### config.mk
export PLATFORM = sky130hd
export DESIGN_NAME = dgrs_top
export DESIGN_NICKNAME = d
export VERILOG_FILES = /design/src/logic/dgrs_pkg.sv /design/src/logic/dgrs_top.sv
export SDC_FILE = /design/constraint.sdc
export NUM_CORES = 1
export LEC_CHECK = 0
export ABC_AREA = 1
export ABC_CLOCK_PERIOD_IN_PS = 2400
export BUFFER_PORTS_ARGS = -buffer_cell sky130_fd_sc_hd__buf_2
export CAP_MARGIN = 30
export CORE_MARGIN = 4
export CORE_UTILIZATION = 32
export CTS_CLUSTER_DIAMETER = 200
export DETAILED_ROUTE_END_ITERATION = 10
export GPL_TIMING_DRIVEN = 0
export PLACE_DENSITY = 0.63
export SYNTH_ARGS = -nofsm -noshare
export SYNTH_HDL_FRONTEND = slang
export SYNTH_SLANG_ARGS = --single-unit
### constraint.sdc
create_clock -name pclk -period 2.4 [get_ports pclk]
set_clock_uncertainty 0.15 [all_clocks]
set_input_delay 0.36 -clock pclk [delete_from_list [all_inputs] [get_ports pclk]]
set_output_delay 0.36 -clock pclk [all_outputs]
set_load 0.03 [all_outputs]
### src/logic/dgrs_pkg.sv
// package: register map, field positions and carriers for the dma global control block
package dgrs_pkg;
  localparam int NUM_CH = 8;
  localparam int NUM_SRC = 16;
  localparam logic [11:0] ERR_CLR_OFS = 12'h010;
  localparam logic [11:0] RAW_ERR_OFS = 12'h018;
  localparam logic [11:0] ACT_CH_OFS = 12'h01C;
  localparam logic [11:0] SW_BURST_OFS = 12'h020;
  localparam logic [11:0] SW_SINGLE_OFS = 12'h024;
  localparam logic [11:0] SW_LBURST_OFS = 12'h028;
  localparam logic [11:0] SW_LSINGLE_OFS = 12'h02C;
  localparam logic [11:0] CFG_OFS = 12'h030;
  localparam logic [11:0] SYNC_OFS = 12'h034;
  localparam int CFG_EN_BIT = 0;
  localparam int CFG_M1_BIT = 1;
  localparam int CFG_M2_BIT = 2;
  localparam logic [2:0] CFG_RESET = 3'h0;
  localparam logic [15:0] SYNC_RESET = 16'h0000;
  localparam logic [15:0] SRC_ZERO = 16'h0000;
  localparam logic [7:0] CH_ZERO = 8'h00;

  // one bundle per request type: burst, single, last burst, last single
  typedef struct packed {
    logic [15:0] burst;
    logic [15:0] single;
    logic [15:0] last_burst;
    logic [15:0] last_single;
  } dgrs_req_t;

  typedef struct packed {
    logic enable;
    logic master_one_byte_order;
    logic master_two_byte_order;
  } dgrs_cfg_t;
endpackage

### src/logic/dgrs_top.sv
// file: global request, status and configuration logic of the dma controller
//
// The implementer's own choice: the APB slave port.
`timescale 1ns/10ps

// Behaviour
// RQ1 - raw error status readable, one bit/channel
// RQ2 - activity view mirrors channel enable bits
// RQ3 - activity bit clears when transfer finishes
// RQ4 - written one raises software burst request
// RQ5 - written one raises software single request
// RQ6 - sixteen-bit last-burst request field
// RQ7 - sixteen-bit last-single request field
// RQ8 - request bits held until completion; zeros ignored
// RQ9 - reads show sources currently requesting; reads return the software request bits only
// RQ10 - peripheral line or software bit both served
// RQ11 - config bit0 global enable, resets zero
// RQ12 - config bit1 sets master one order
// RQ13 - config bit2 sets master two order
// RQ14 - both masters little-endian after reset
// RQ15 - sync register bypasses synchroniser when set
// RQ16 - sync register resets to all zeros
// RQ17 - four sixteen-bit peripheral request groups
// RQ18 - peripheral waits while clear response high
// RQ19 - foreign-clock peripherals keep synchronisation on
// RQ20 - peripheral synchronises responses if needed
// RQ21 - software writes zero to reserved bits
// RQ22 - error clear write of one clears status
// RQ23 - activity bit set cycle after enable
module dgrs_top (
  input wire logic pclk,
  input wire logic presetn,
  input wire logic psel,
  input wire logic penable,
  input wire logic pwrite,
  input wire logic [11:0] paddr,
  input wire logic [31:0] pwdata,
  output logic [31:0] prdata,
  output logic pready,
  output logic pslverr,
  input wire dgrs_pkg::dgrs_req_t periph_req,
  input wire logic [7:0] channel_enable_set,
  input wire logic [7:0] channel_done,
  input wire logic [7:0] channel_error,
  input wire logic [15:0] burst_done,
  input wire logic [15:0] single_done,
  input wire logic [15:0] last_burst_done,
  input wire logic [15:0] last_single_done,
  output dgrs_pkg::dgrs_req_t req_to_engine,
  output dgrs_pkg::dgrs_cfg_t cfg_out
);

  ////////////////////////////////////////////////////////////////////////////
  // exact word offsets only; unaligned addresses fall through to unmapped
  function automatic logic hit(input logic [11:0] addr, input logic [11:0] ofs);
    hit = (addr == ofs);
  endfunction

  function automatic logic [15:0] sticky_req(input logic [15:0] cur, input logic [15:0] set,
                                             input logic [15:0] done);
    // new set wins over completion in the same cycle
    sticky_req = (cur & ~done) | set;
  endfunction

  function automatic logic [15:0] pick_sync(input logic [15:0] raw, input logic [15:0] synced,
                                            input logic [15:0] bypass);
    pick_sync = (raw & bypass) | (synced & ~bypass);
  endfunction

  function automatic logic [15:0] wr_field(input logic en, input logic [15:0] data);
    wr_field = en ? data : dgrs_pkg::SRC_ZERO;
  endfunction

  // undefined upper bits read as zero
  function automatic logic [31:0] zx8(input logic [7:0] v);
    zx8 = {24'h000000, v};
  endfunction

  function automatic logic [31:0] zx16(input logic [15:0] v);
    zx16 = {16'h0000, v};
  endfunction

  ////////////////////////////////////////////////////////////////////////////
  logic setup;
  logic wr_acc;
  logic rd_acc;
  logic [7:0] raw_err_q;
  logic [7:0] raw_err_d;
  logic [7:0] act_ch_q;
  logic [7:0] act_ch_d;
  logic [15:0] sw_burst_q;
  logic [15:0] sw_burst_d;
  logic [15:0] sw_single_q;
  logic [15:0] sw_single_d;
  logic [15:0] sw_lburst_q;
  logic [15:0] sw_lburst_d;
  logic [15:0] sw_lsingle_q;
  logic [15:0] sw_lsingle_d;
  logic [2:0] cfg_q;
  logic [2:0] cfg_d;
  logic [15:0] sync_q;
  logic [15:0] sync_d;
  dgrs_pkg::dgrs_req_t sync1_q;
  dgrs_pkg::dgrs_req_t sync2_q;
  logic [15:0] req_burst_q;
  logic [15:0] req_burst_d;
  logic [15:0] req_single_q;
  logic [15:0] req_single_d;
  logic [15:0] req_lburst_q;
  logic [15:0] req_lburst_d;
  logic [15:0] req_lsingle_q;
  logic [15:0] req_lsingle_d;
  dgrs_pkg::dgrs_cfg_t cfg_out_d;
  logic [15:0] wr_burst;
  logic [15:0] wr_single;
  logic [15:0] wr_lburst;
  logic [15:0] wr_lsingle;
  logic [7:0] wr_errclr;
  logic [31:0] rdata_d;
  logic mapped;

  ////////////////////////////////////////////////////////////////////////////
  // single-cycle access phase: pready follows every setup cycle
  assign setup = psel & ~penable;
  assign wr_acc = psel & penable & pwrite;
  assign rd_acc = setup & ~pwrite;

  assign wr_burst = wr_field(wr_acc & hit(paddr, dgrs_pkg::SW_BURST_OFS),
                             pwdata[15:0]); // RQ4
  assign wr_single = wr_field(wr_acc & hit(paddr, dgrs_pkg::SW_SINGLE_OFS),
                              pwdata[15:0]); // RQ5
  assign wr_lburst = wr_field(wr_acc & hit(paddr, dgrs_pkg::SW_LBURST_OFS),
                              pwdata[15:0]); // RQ6
  assign wr_lsingle = wr_field(wr_acc & hit(paddr, dgrs_pkg::SW_LSINGLE_OFS),
                               pwdata[15:0]); // RQ7
  assign wr_errclr = (wr_acc && hit(paddr, dgrs_pkg::ERR_CLR_OFS)) ? pwdata[7:0] :
                     dgrs_pkg::CH_ZERO; // RQ22

  ////////////////////////////////////////////////////////////////////////////
  // error status: channels set, written ones clear; a new error wins
  always_comb begin
    raw_err_d = (raw_err_q & ~wr_errclr) | channel_error; // RQ1 RQ22
  end

  always_ff @(posedge pclk or negedge presetn) begin
    if (!presetn) begin
      raw_err_q <= dgrs_pkg::CH_ZERO;
    end else begin
      raw_err_q <= raw_err_d;
    end
  end

  // activity view: enable sets, completion clears; enable wins
  always_comb begin
    act_ch_d = (act_ch_q & ~channel_done) | channel_enable_set; // RQ2 RQ3 RQ23
  end

  always_ff @(posedge pclk or negedge presetn) begin
    if (!presetn) begin
      act_ch_q <= dgrs_pkg::CH_ZERO;
    end else begin
      act_ch_q <= act_ch_d;
    end
  end

  ////////////////////////////////////////////////////////////////////////////
  // software requests stay until the engine reports completion
  always_comb begin
    sw_burst_d = sticky_req(sw_burst_q, wr_burst, burst_done); // RQ8
  end

  always_ff @(posedge pclk or negedge presetn) begin
    if (!presetn) begin
      sw_burst_q <= dgrs_pkg::SRC_ZERO;
    end else begin
      sw_burst_q <= sw_burst_d;
    end
  end

  always_comb begin
    sw_single_d = sticky_req(sw_single_q, wr_single, single_done); // RQ8
  end

  always_ff @(posedge pclk or negedge presetn) begin
    if (!presetn) begin
      sw_single_q <= dgrs_pkg::SRC_ZERO;
    end else begin
      sw_single_q <= sw_single_d;
    end
  end

  always_comb begin
    sw_lburst_d = sticky_req(sw_lburst_q, wr_lburst, last_burst_done); // RQ8
  end

  always_ff @(posedge pclk or negedge presetn) begin
    if (!presetn) begin
      sw_lburst_q <= dgrs_pkg::SRC_ZERO;
    end else begin
      sw_lburst_q <= sw_lburst_d;
    end
  end

  always_comb begin
    sw_lsingle_d = sticky_req(sw_lsingle_q, wr_lsingle, last_single_done); // RQ8
  end

  always_ff @(posedge pclk or negedge presetn) begin
    if (!presetn) begin
      sw_lsingle_q <= dgrs_pkg::SRC_ZERO;
    end else begin
      sw_lsingle_q <= sw_lsingle_d;
    end
  end

  ////////////////////////////////////////////////////////////////////////////
  // undefined upper bits are dropped on write
  always_comb begin
    cfg_d = cfg_q;
    if (wr_acc && hit(paddr, dgrs_pkg::CFG_OFS)) begin
      cfg_d = pwdata[2:0]; // RQ11 RQ12 RQ13
    end
  end

  always_ff @(posedge pclk or negedge presetn) begin
    if (!presetn) begin
      cfg_q <= dgrs_pkg::CFG_RESET; // RQ11 RQ14
    end else begin
      cfg_q <= cfg_d;
    end
  end

  always_comb begin
    sync_d = sync_q;
    if (wr_acc && hit(paddr, dgrs_pkg::SYNC_OFS)) begin
      sync_d = pwdata[15:0]; // RQ15
    end
  end

  always_ff @(posedge pclk or negedge presetn) begin
    if (!presetn) begin
      sync_q <= dgrs_pkg::SYNC_RESET; // RQ16
    end else begin
      sync_q <= sync_d;
    end
  end

  ////////////////////////////////////////////////////////////////////////////
  // two-stage synchroniser on every peripheral request line
  always_ff @(posedge pclk or negedge presetn) begin
    if (!presetn) begin
      sync1_q <= '0;
    end else begin
      sync1_q <= periph_req; // RQ17
    end
  end

  // only the second stage reads the first, so no metastable value spreads
  always_ff @(posedge pclk or negedge presetn) begin
    if (!presetn) begin
      sync2_q <= '0;
    end else begin
      sync2_q <= sync1_q;
    end
  end

  ////////////////////////////////////////////////////////////////////////////
  // bypass skips both stages, yet the output stage stays registered
  always_comb begin
    req_burst_d = pick_sync(periph_req.burst, sync2_q.burst, sync_q) | sw_burst_q; // RQ10 RQ15
  end

  always_ff @(posedge pclk or negedge presetn) begin
    if (!presetn) begin
      req_burst_q <= dgrs_pkg::SRC_ZERO;
    end else begin
      req_burst_q <= req_burst_d;
    end
  end

  always_comb begin
    req_single_d = pick_sync(periph_req.single, sync2_q.single, sync_q) | sw_single_q; // RQ10
  end

  always_ff @(posedge pclk or negedge presetn) begin
    if (!presetn) begin
      req_single_q <= dgrs_pkg::SRC_ZERO;
    end else begin
      req_single_q <= req_single_d;
    end
  end

  always_comb begin
    req_lburst_d = pick_sync(periph_req.last_burst, sync2_q.last_burst, sync_q)
                   | sw_lburst_q; // RQ10
  end

  always_ff @(posedge pclk or negedge presetn) begin
    if (!presetn) begin
      req_lburst_q <= dgrs_pkg::SRC_ZERO;
    end else begin
      req_lburst_q <= req_lburst_d;
    end
  end

  always_comb begin
    req_lsingle_d = pick_sync(periph_req.last_single, sync2_q.last_single, sync_q)
                    | sw_lsingle_q; // RQ10
  end

  always_ff @(posedge pclk or negedge presetn) begin
    if (!presetn) begin
      req_lsingle_q <= dgrs_pkg::SRC_ZERO;
    end else begin
      req_lsingle_q <= req_lsingle_d;
    end
  end

  assign req_to_engine = {req_burst_q, req_single_q, req_lburst_q, req_lsingle_q};

  ////////////////////////////////////////////////////////////////////////////
  always_comb begin
    cfg_out_d.enable = cfg_q[dgrs_pkg::CFG_EN_BIT]; // RQ11
    cfg_out_d.master_one_byte_order = cfg_q[dgrs_pkg::CFG_M1_BIT]; // RQ12
    cfg_out_d.master_two_byte_order = cfg_q[dgrs_pkg::CFG_M2_BIT]; // RQ13
  end

  always_ff @(posedge pclk or negedge presetn) begin
    if (!presetn) begin
      cfg_out <= '0;
    end else begin
      cfg_out <= cfg_out_d;
    end
  end

  ////////////////////////////////////////////////////////////////////////////
  // read data captured in setup so it stands during access
  always_comb begin
    rdata_d = 32'h00000000;
    mapped = 1'b1;
    if (hit(paddr, dgrs_pkg::RAW_ERR_OFS)) begin
      rdata_d = zx8(raw_err_q); // RQ1
    end else if (hit(paddr, dgrs_pkg::ACT_CH_OFS)) begin
      rdata_d = zx8(act_ch_q); // RQ2
    end else if (hit(paddr, dgrs_pkg::SW_BURST_OFS)) begin
      rdata_d = zx16(sw_burst_q); // RQ9
    end else if (hit(paddr, dgrs_pkg::SW_SINGLE_OFS)) begin
      rdata_d = zx16(sw_single_q); // RQ9
    end else if (hit(paddr, dgrs_pkg::SW_LBURST_OFS)) begin
      rdata_d = zx16(sw_lburst_q); // RQ9
    end else if (hit(paddr, dgrs_pkg::SW_LSINGLE_OFS)) begin
      rdata_d = zx16(sw_lsingle_q); // RQ9
    end else if (hit(paddr, dgrs_pkg::CFG_OFS)) begin
      rdata_d = zx8({5'h00, cfg_q});
    end else if (hit(paddr, dgrs_pkg::SYNC_OFS)) begin
      rdata_d = zx16(sync_q);
    end else if (hit(paddr, dgrs_pkg::ERR_CLR_OFS)) begin
      // write-only clear register reads as zero
      rdata_d = 32'h00000000;
    end else begin
      mapped = 1'b0;
    end
  end

  always_ff @(posedge pclk or negedge presetn) begin
    if (!presetn) begin
      pready <= 1'b0;
    end else begin
      pready <= setup;
    end
  end

  always_ff @(posedge pclk or negedge presetn) begin
    if (!presetn) begin
      prdata <= 32'h00000000;
    end else if (rd_acc) begin
      prdata <= rdata_d;
    end
  end

  always_ff @(posedge pclk or negedge presetn) begin
    if (!presetn) begin
      pslverr <= 1'b0;
    end else if (setup) begin
      pslverr <= ~mapped;
    end else begin
      pslverr <= 1'b0;
    end
  end

endmodule // dgrs_top

==> flow_summary.toml, run 1 <==
[yosys]
synth-simple-area-share_pct = 16.2
synth.yosys.warnings = 0
synth_edf_count = 0
post_synth_inst_count = 1043
netlist.area_leader.share_pct = 69.4
synth_compound_area_share_pct = 7.75
synth_most_common_cell = "dfrtp_1"
netlist_top_cells_count = "dfrtp_1, nand2_1, inv_1"
syn-mean-instance-area_um2 = 10.8
synth.area.top_cells = "dfrtp_1, nand2_1, nand3_1, inv_1, o22ai_1"
synth.ff_latch_count = 312
adder_cell_area_share_of_the_yosys_netlist_pct = 0
postSynth.topFlopCell = "dfrtp_1"
synth-seq-area-share_pct = 69.4
synth_xor_area_share_pct = 0
yosysUniqueCellTypes = 27
yosys-mux-area-fraction_pct = 0
synthesis.area_um2 = 11300
dominant_combinational_cell_family_by_area_after_synthesis = "simple AND/OR/NAND/NOR gates"
async_flop_share_pct = 100
synth_area_leader_cell = "dfrtp_1"

[route]
wl_per_instance_um = 18.4
drt_iter0_markers = 466
drcViolationCount = 0
detailedRoute.firstPassIterationCount = 5
wl_um = 36800
num_vias = 9086
postRouteAntennaNets = 0
vias_per_cell = 4.55

[grt]
grt_most_used_layer = "met2"
grt_util_all_layers_pct = 18.9
grt_overflow_total = 0
grt_pass1_vias = 9657
grt_pass1_wl_um = 56400
use_met3_pct = 4.00
grt_met1_use_pct = 25.0
groute.layer.met2.usage_pct = 31.8
maximum_number_of_pins_on_one_net_before_global_route_repair = 116
antenna_found_initial = 1

[clock_network]
clock_sink_count = 312
cts-buffers-inserted = 35
holdBufCountCts = 154
clk_pin_slew_ns = 0.06
clockBufferDepth = 3
postCtsSetupBuffers = 0
htree_levels = 2
worst_skew_pair.late_latency_ns = 0.51
tritoncts = "done"
cts-root-buf = "clkbuf_16"
ctsResizeCount = 0

[worst_setup_path]
crit_path_category = "in -> reg"
worstPathCellList = "buf_2, nand2_1, nor2_1, nand3_1, clkbuf_1, o22ai_1"
critical_path.max_fanout = 10
timing.critical_path.slowest_cell_delay_ns = 0.60
cp_slowest_cell = "nand3_1"
start_kind = "input pin"
data_arrival_critical_path_ns = 2.40
critPathCaptureType = "flip-flop"
critical_path_required_ns = 2.65

[cells_and_area]
layout_cell_share_with_drive_strength_beyond_1_pct = 25.5
multiInputGateArea_um2 = 2760
antenna_cells = 0
synthToLayoutAreaGrowth_pct = 42.5
final_cell_area_um2 = 16000
register_area_um2 = 7810
finish.cell_count_without_fillers = 1998
layout_net_count = 1721
fillCellCount = 3156

[floorplanning]
core.rowCount = 68
floorplan.io_pins = 302
initial_utilization_pct = 32.5
die-area_um2 = 38200
design.core.area_um2 = 34600
die_h_um = 196
die_width_um = 196

[timing]
worst_slew_margin_rel_pct = 38.1
rsz_0062_raised_after_global_routing = "no"
final_max_slew_viol_count = 0
final-setup-viol-count = 0
post-route-min-period_ns = 2.15
min_period_over_period_pct = 89.7
max_clock_freq_ghz = 0.465
finalHoldViolations = 0
hold-worst-slack_ns = 0.0259
worst-slew-pin-transition_ns = 0.929
setup_tns_ns = 0

[placement]
placed_cell_area_um2 = 13300
hpwl_um = 24700
finalWeightedCongestion = 0.839
place_inst = 1784
placement.io_buffers = 269

[power_and_ir_drop]
total_power_w = 0.0120
power.leakage_nw = 7.91
sw_frac_of_total_pct = 22.5
power.internal_w = 0.00931
max-vdd-ir-drop_v = 0.000716
power.combinational.fraction_pct = 7.5
power_per_cell_area_nw_per_um2 = 749
p_sw_w = 0.00270
p_seq_share_pct = 45.7
clock_power_share_pct = 46.8

[flow_run]
cap_viol_max_count = 0

[hold_path]
min-delay-path-class = "in -> reg"

[run_status]
outcome = "finished clean"
-- state kept, by name, summed over array words and instances, names as in the netlist --
| signal | cells |
|---|---|
| req_lsingle_q | 16 |
| sw_single_q | 16 |
| sync_q | 16 |
| req_burst_q | 16 |
| prdata | 16 |
| sw_burst_q | 16 |
| sw_lburst_q | 16 |
| raw_err_q | 8 |
| act_ch_q | 8 |
| sync2_q | 64 |
| pready | 1 |
| pslverr | 1 |
| cfg_out | 3 |
| sw_lsingle_q | 16 |
| cfg_q | 3 |
| sync1_q | 64 |
| req_lburst_q | 16 |
| req_single_q | 16 |
-- cell families after synthesis --
logic type,Yosys count
DFF,312
other,1
AOI/OAI and AO/OA,136
and+or+nand+nor,417
buffers and inverters,177
-- metrics by stage --
step	worst slack [ns]	utilization, %
2_1_floorplan	0.719	-
3_3_place_gp	-4.97	38.2
3_5_place_dp	-0.281	38.4
4_1_cts	0.191	46.3
5_1_grt	0.00119	46.3
6_report	0.247	46.3
-- power groups by stage --
stage               Clock, W  Sequential, W  Combinational, W
finish               0.00562        0.00549          0.000903
global route         0.00599        0.00550          0.000987
CTS                  0.00574        0.00549          0.000906
detailed placement         0        0.00558          0.000702
global placement           0        0.00558          0.000684
floorplan                  0        0.00569          0.000167
-- cells in the final DEF (no fill, tap or decap), drive strengths merged --
cell and instances:
nand4 5, buf 296, inv 147, o21ai 29
clkinv 9, o21bai 10, o211ai 13, a21oi 13
nor2 29, nand2 255, o22ai 71, clkbuf 50
conb 16, dlygate4sd3 154, dfrtp 312, bufinv 6
nor3 8, nand3 118, nand3b 1, nor4 1
-- path summary, 6_finish.rpt --
path	startpoint	cells after the start	slack, ns	to
worst max-delay path	pwrite	6	0.25	sw_single_q[13]
worst min-delay path	pwdata[15]	3	0.03	sw_lburst_q[15]
worst max register to register	act_ch_q[5]	3	1.01	act_ch_q[5]
worst min register to register	sync1_q[31]	0	0.20	sync2_q[31]
max in group asynchronous	presetn	4	0.28	sync1_q[23]
min in group asynchronous	presetn	2	0.36	sync2_q[1]
-- worst max-delay path, delay by kind of cell --
kind / cells / cell delay, ns
AO/OA/AOI/OAI: 1 / 0.27
buffers and inverters: 2 / 0.69
AND/OR/NAND/NOR: 3 / 1.08
-- final cells by class --
class | count | area share (%)
flip-flops and latches | 312 | 48.7
multi-input cells | 569 | 17.2
clock inverters | 16 | 1.55
inverters | 146 | 3.42
plain buffers | 31 | 1.22
well taps | 455 | 3.55
repair buffers | 425 | 18.4
clock buffers | 44 | 5.98
-- per-layer routing --
metal	share of wire, %	up-vias
li1	-	4313
met1	43	4388
met2	48	312
met3	6.5	71
met4	2.8	2
met5	0.033	-
No activity file was read; power rests on OpenSTA's default activity.
==> run 2, diff against run 1 <==
Settings changed: ABC_AREA 1 to 0, MAX_ROUTING_LAYER set to met4.
==> run 2 against run 1 <==
Compared with the run above: via count up 0.33%; combinational power up 22%; register-to-register slack got worse by 0.24 ns; utilization increased by 0.74 points; setup slack lost 0.16 ns; synthesized area rose by 3.6%; critical path depth rose by 3; sequential share of layout area is 2.3 points lower; critical path type unchanged; critical endpoint is now sw_lsingle_q[1]; largest cell class unchanged.
==> flow_summary.toml, run 2 <==
[yosys]
synthesis.area_um2 = 11700
netlist.area_leader.share_pct = 67.0
synth.ff_latch_count = 312
post_synth_inst_count = 954
synth-seq-area-share_pct = 67.0
yosysUniqueCellTypes = 50
netlist_top_cells_count = "dfrtp_1, nand2_1, inv_1"
synth_area_leader_cell = "dfrtp_1"
synth_most_common_cell = "dfrtp_1"
postSynth.topFlopCell = "dfrtp_1"
synth.area.top_cells = "dfrtp_1, mux2i_1, nand2_1, o21ai_0, inv_1"
syn-mean-instance-area_um2 = 12.2
async_flop_share_pct = 100
synth.yosys.warnings = 0
synth_edf_count = 0

[hold_path]
worstHoldPathCells = 3
worst_hold_path.endpoint = "sw_lsingle_q[0]"
min-delay-path-class = "in -> reg"
holdCritStartpoint = "pwdata[0]"

[worst_setup_path]
start_kind = "input pin"
rr_endpoint = "prdata[0]"
worst-r2r-cell-count = 4
regToRegStartpoint = "sync_q[0]"
critical_path_required_ns = 2.72
critPathCaptureType = "flip-flop"
timing.critical_path.slowest_cell_delay_ns = 0.58
cp_slowest_cell = "dlygate4sd3_1"
crit_path_category = "in -> reg"
worst-path-buf-inv = 4
cpLargestDelayFamily = "buffers and inverters"
worst-r2r-setup-slack_ns = 0.77
critical_path.max_fanout = 10
data_arrival_critical_path_ns = 2.63
worstPathCellList = "buf_2, nor4_2, buf_2, nand2_1, nor3b_4, buf_6, nand2_1, o21ai_0, dlygate4sd3_1"

[timing]
min_period_over_period_pct = 96.3
hold-worst-slack_ns = 0.0501
post-route-min-period_ns = 2.31
final_max_slew_viol_count = 0
rsz_0062_raised_after_global_routing = "no"
worst-slew-pin-transition_ns = 0.983
final-setup-viol-count = 0
finalHoldViolations = 0
max_clock_freq_ghz = 0.433
worst_slew_margin_rel_pct = 34.5

[floorplanning]
core.rowCount = 69
floorplan.io_pins = 302
initial_utilization_pct = 32.6
die_width_um = 199
die-area_um2 = 39500
design.core.area_um2 = 35700
die_h_um = 199

[clock_network]
cts-root-buf = "clkbuf_16"
clock_sink_count = 312
worst_skew_pair.late_latency_ns = 0.54
htree_levels = 2
clk_pin_slew_ns = 0.06
tritoncts = "done"
cts-buffers-inserted = 34
clockBufferDepth = 3

[cells_and_area]
layout_commonest_cell = "dfrtp_1"
fillCellCount = 3186
fin_util_pct = 47.1
mostFrequentLayoutCells = "dfrtp_1, buf_2, dlygate4sd3_1"
largestRegisters = "sync1_q (64), sync2_q (64)"
final_cell_area_um2 = 16800
layout_cell_share_with_drive_strength_beyond_1_pct = 27.0
register_area_um2 = 7810
finish.cell_count_without_fillers = 1951
synthToLayoutAreaGrowth_pct = 44.3
multiInputGateArea_um2 = 3310
layout_net_count = 1665

[power_and_ir_drop]
total_power_w = 0.0122
max-vdd-ir-drop_v = 0.000587
power_per_cell_area_nw_per_um2 = 725
power.leakage_nw = 8.03

[placement]
place_inst = 1703
placement.io_buffers = 268
placed_cell_area_um2 = 13700
hpwl_um = 24700
finalWeightedCongestion = 0.786

[grt]
grt_overflow_total = 0
grt_pass1_vias = 9981
maximum_number_of_pins_on_one_net_before_global_route_repair = 124
grt_pass1_wl_um = 57200
antenna_found_initial = 1
grt_util_all_layers_pct = 19.5

[flow_run]
cap_viol_max_count = 0

[route]
detailedRoute.firstPassIterationCount = 5
vias_per_cell = 4.67
wl_um = 37800
num_vias = 9116
drcViolationCount = 0
wl_per_instance_um = 19.4
postRouteAntennaNets = 0
drt_iter0_markers = 590

[run_status]
outcome = "finished clean"
-- run 2: cell count changes in the layout (fill, tap and decap cells not counted), sizes merged, moves of 45 or more --
cell   delta
o21ai    +45
nand2   -122
mux2i    +72
nand3   -103
o22ai    -58
inv      -68
-- run 2: layer usage --
| layer | GRT usage (%) | wire length (um) |
|---|---|---|
| met1 | 24.6 | 15900 |
| met2 | 31.1 | 18000 |
| met3 | 4.05 | 2560 |
| met4 | 7.78 | 1330 |
| met5 | - | 0 |
-- run 2: cell families after synthesis --
kind of cell | count (synthesis) | share of synthesized area, %
other | 1 | 0.0322
flip-flops | 312 | 67.0
buffers and inverters | 139 | 5.32
multiplexers | 87 | 7.63
AO/OA/AOI/OAI | 178 | 10.1
AND/OR/NAND/NOR | 237 | 9.89
-- run 2: area by class of cell --
class / instances / area share (%)
Timing Repair Buffer: 459 / 19.6
Clock inverter: 15 / 1.11
Multi-Input combinational cell: 518 / 19.7
Tap cell: 461 / 3.43
Sequential cell: 312 / 46.4
Antenna cell: 1 / 0.0149
Buffer: 61 / 1.95
Clock buffer: 46 / 6.00
Inverter: 78 / 1.74
-- run 2: how the worst max path moves through the flow --
stage,start,endpoint,slack (ns),depth (start not counted)
after global placement,presetn,sync2_q[51],-5.05,1
final,paddr[9],sw_lsingle_q[1],0.09,9
after global routing,paddr[7],sw_lburst_q[5],0.008,8
after floorplan,paddr[9],sync_q[0],0.37,6
after CTS,paddr[1],sw_single_q[3],0.06,7
after detailed placement,paddr[9],sync_q[10],-0.94,7
-- run 2: power breakdown --
| group | internal, W | switching, W |
|---|---|---|
| Sequential | 0.00545 | 0.0000678 |
| Combinational | 0.000473 | 0.000629 |
| Clock | 0.00339 | 0.00217 |
| Total | 0.00932 | 0.00287 |
-- run 2: worst min-delay path, delay by kind of cell --
kind / cells / cell delay (ns)
buffers and inverters: 1 / 0.17
and+or+nand+nor: 1 / 0.07
AOI/OAI and AO/OA: 1 / 0.08
-- run 2: repair_timing --
item / 4_1_cts / 5_1_grt
setup endpoints to repair: 16 / 10
setup buffers: 1 / 0
hold endpoints to repair: 293 / 0
hold buffers: 185 / 0
gates resized for setup: 2 / 4
-- run 2: through the flow --
| step | setup TNS, ns | setup WS (ns) |
|---|---|---|
| 2_1_floorplan | 0 | 0.371 |
| 3_3_place_gp | -1609.63 | -5.05 |
| 3_5_place_dp | -36.60 | -0.935 |
| 4_1_cts | 0 | 0.0573 |
| 5_1_grt | 0 | 0.00841 |
| 6_report | 0 | 0.0890 |
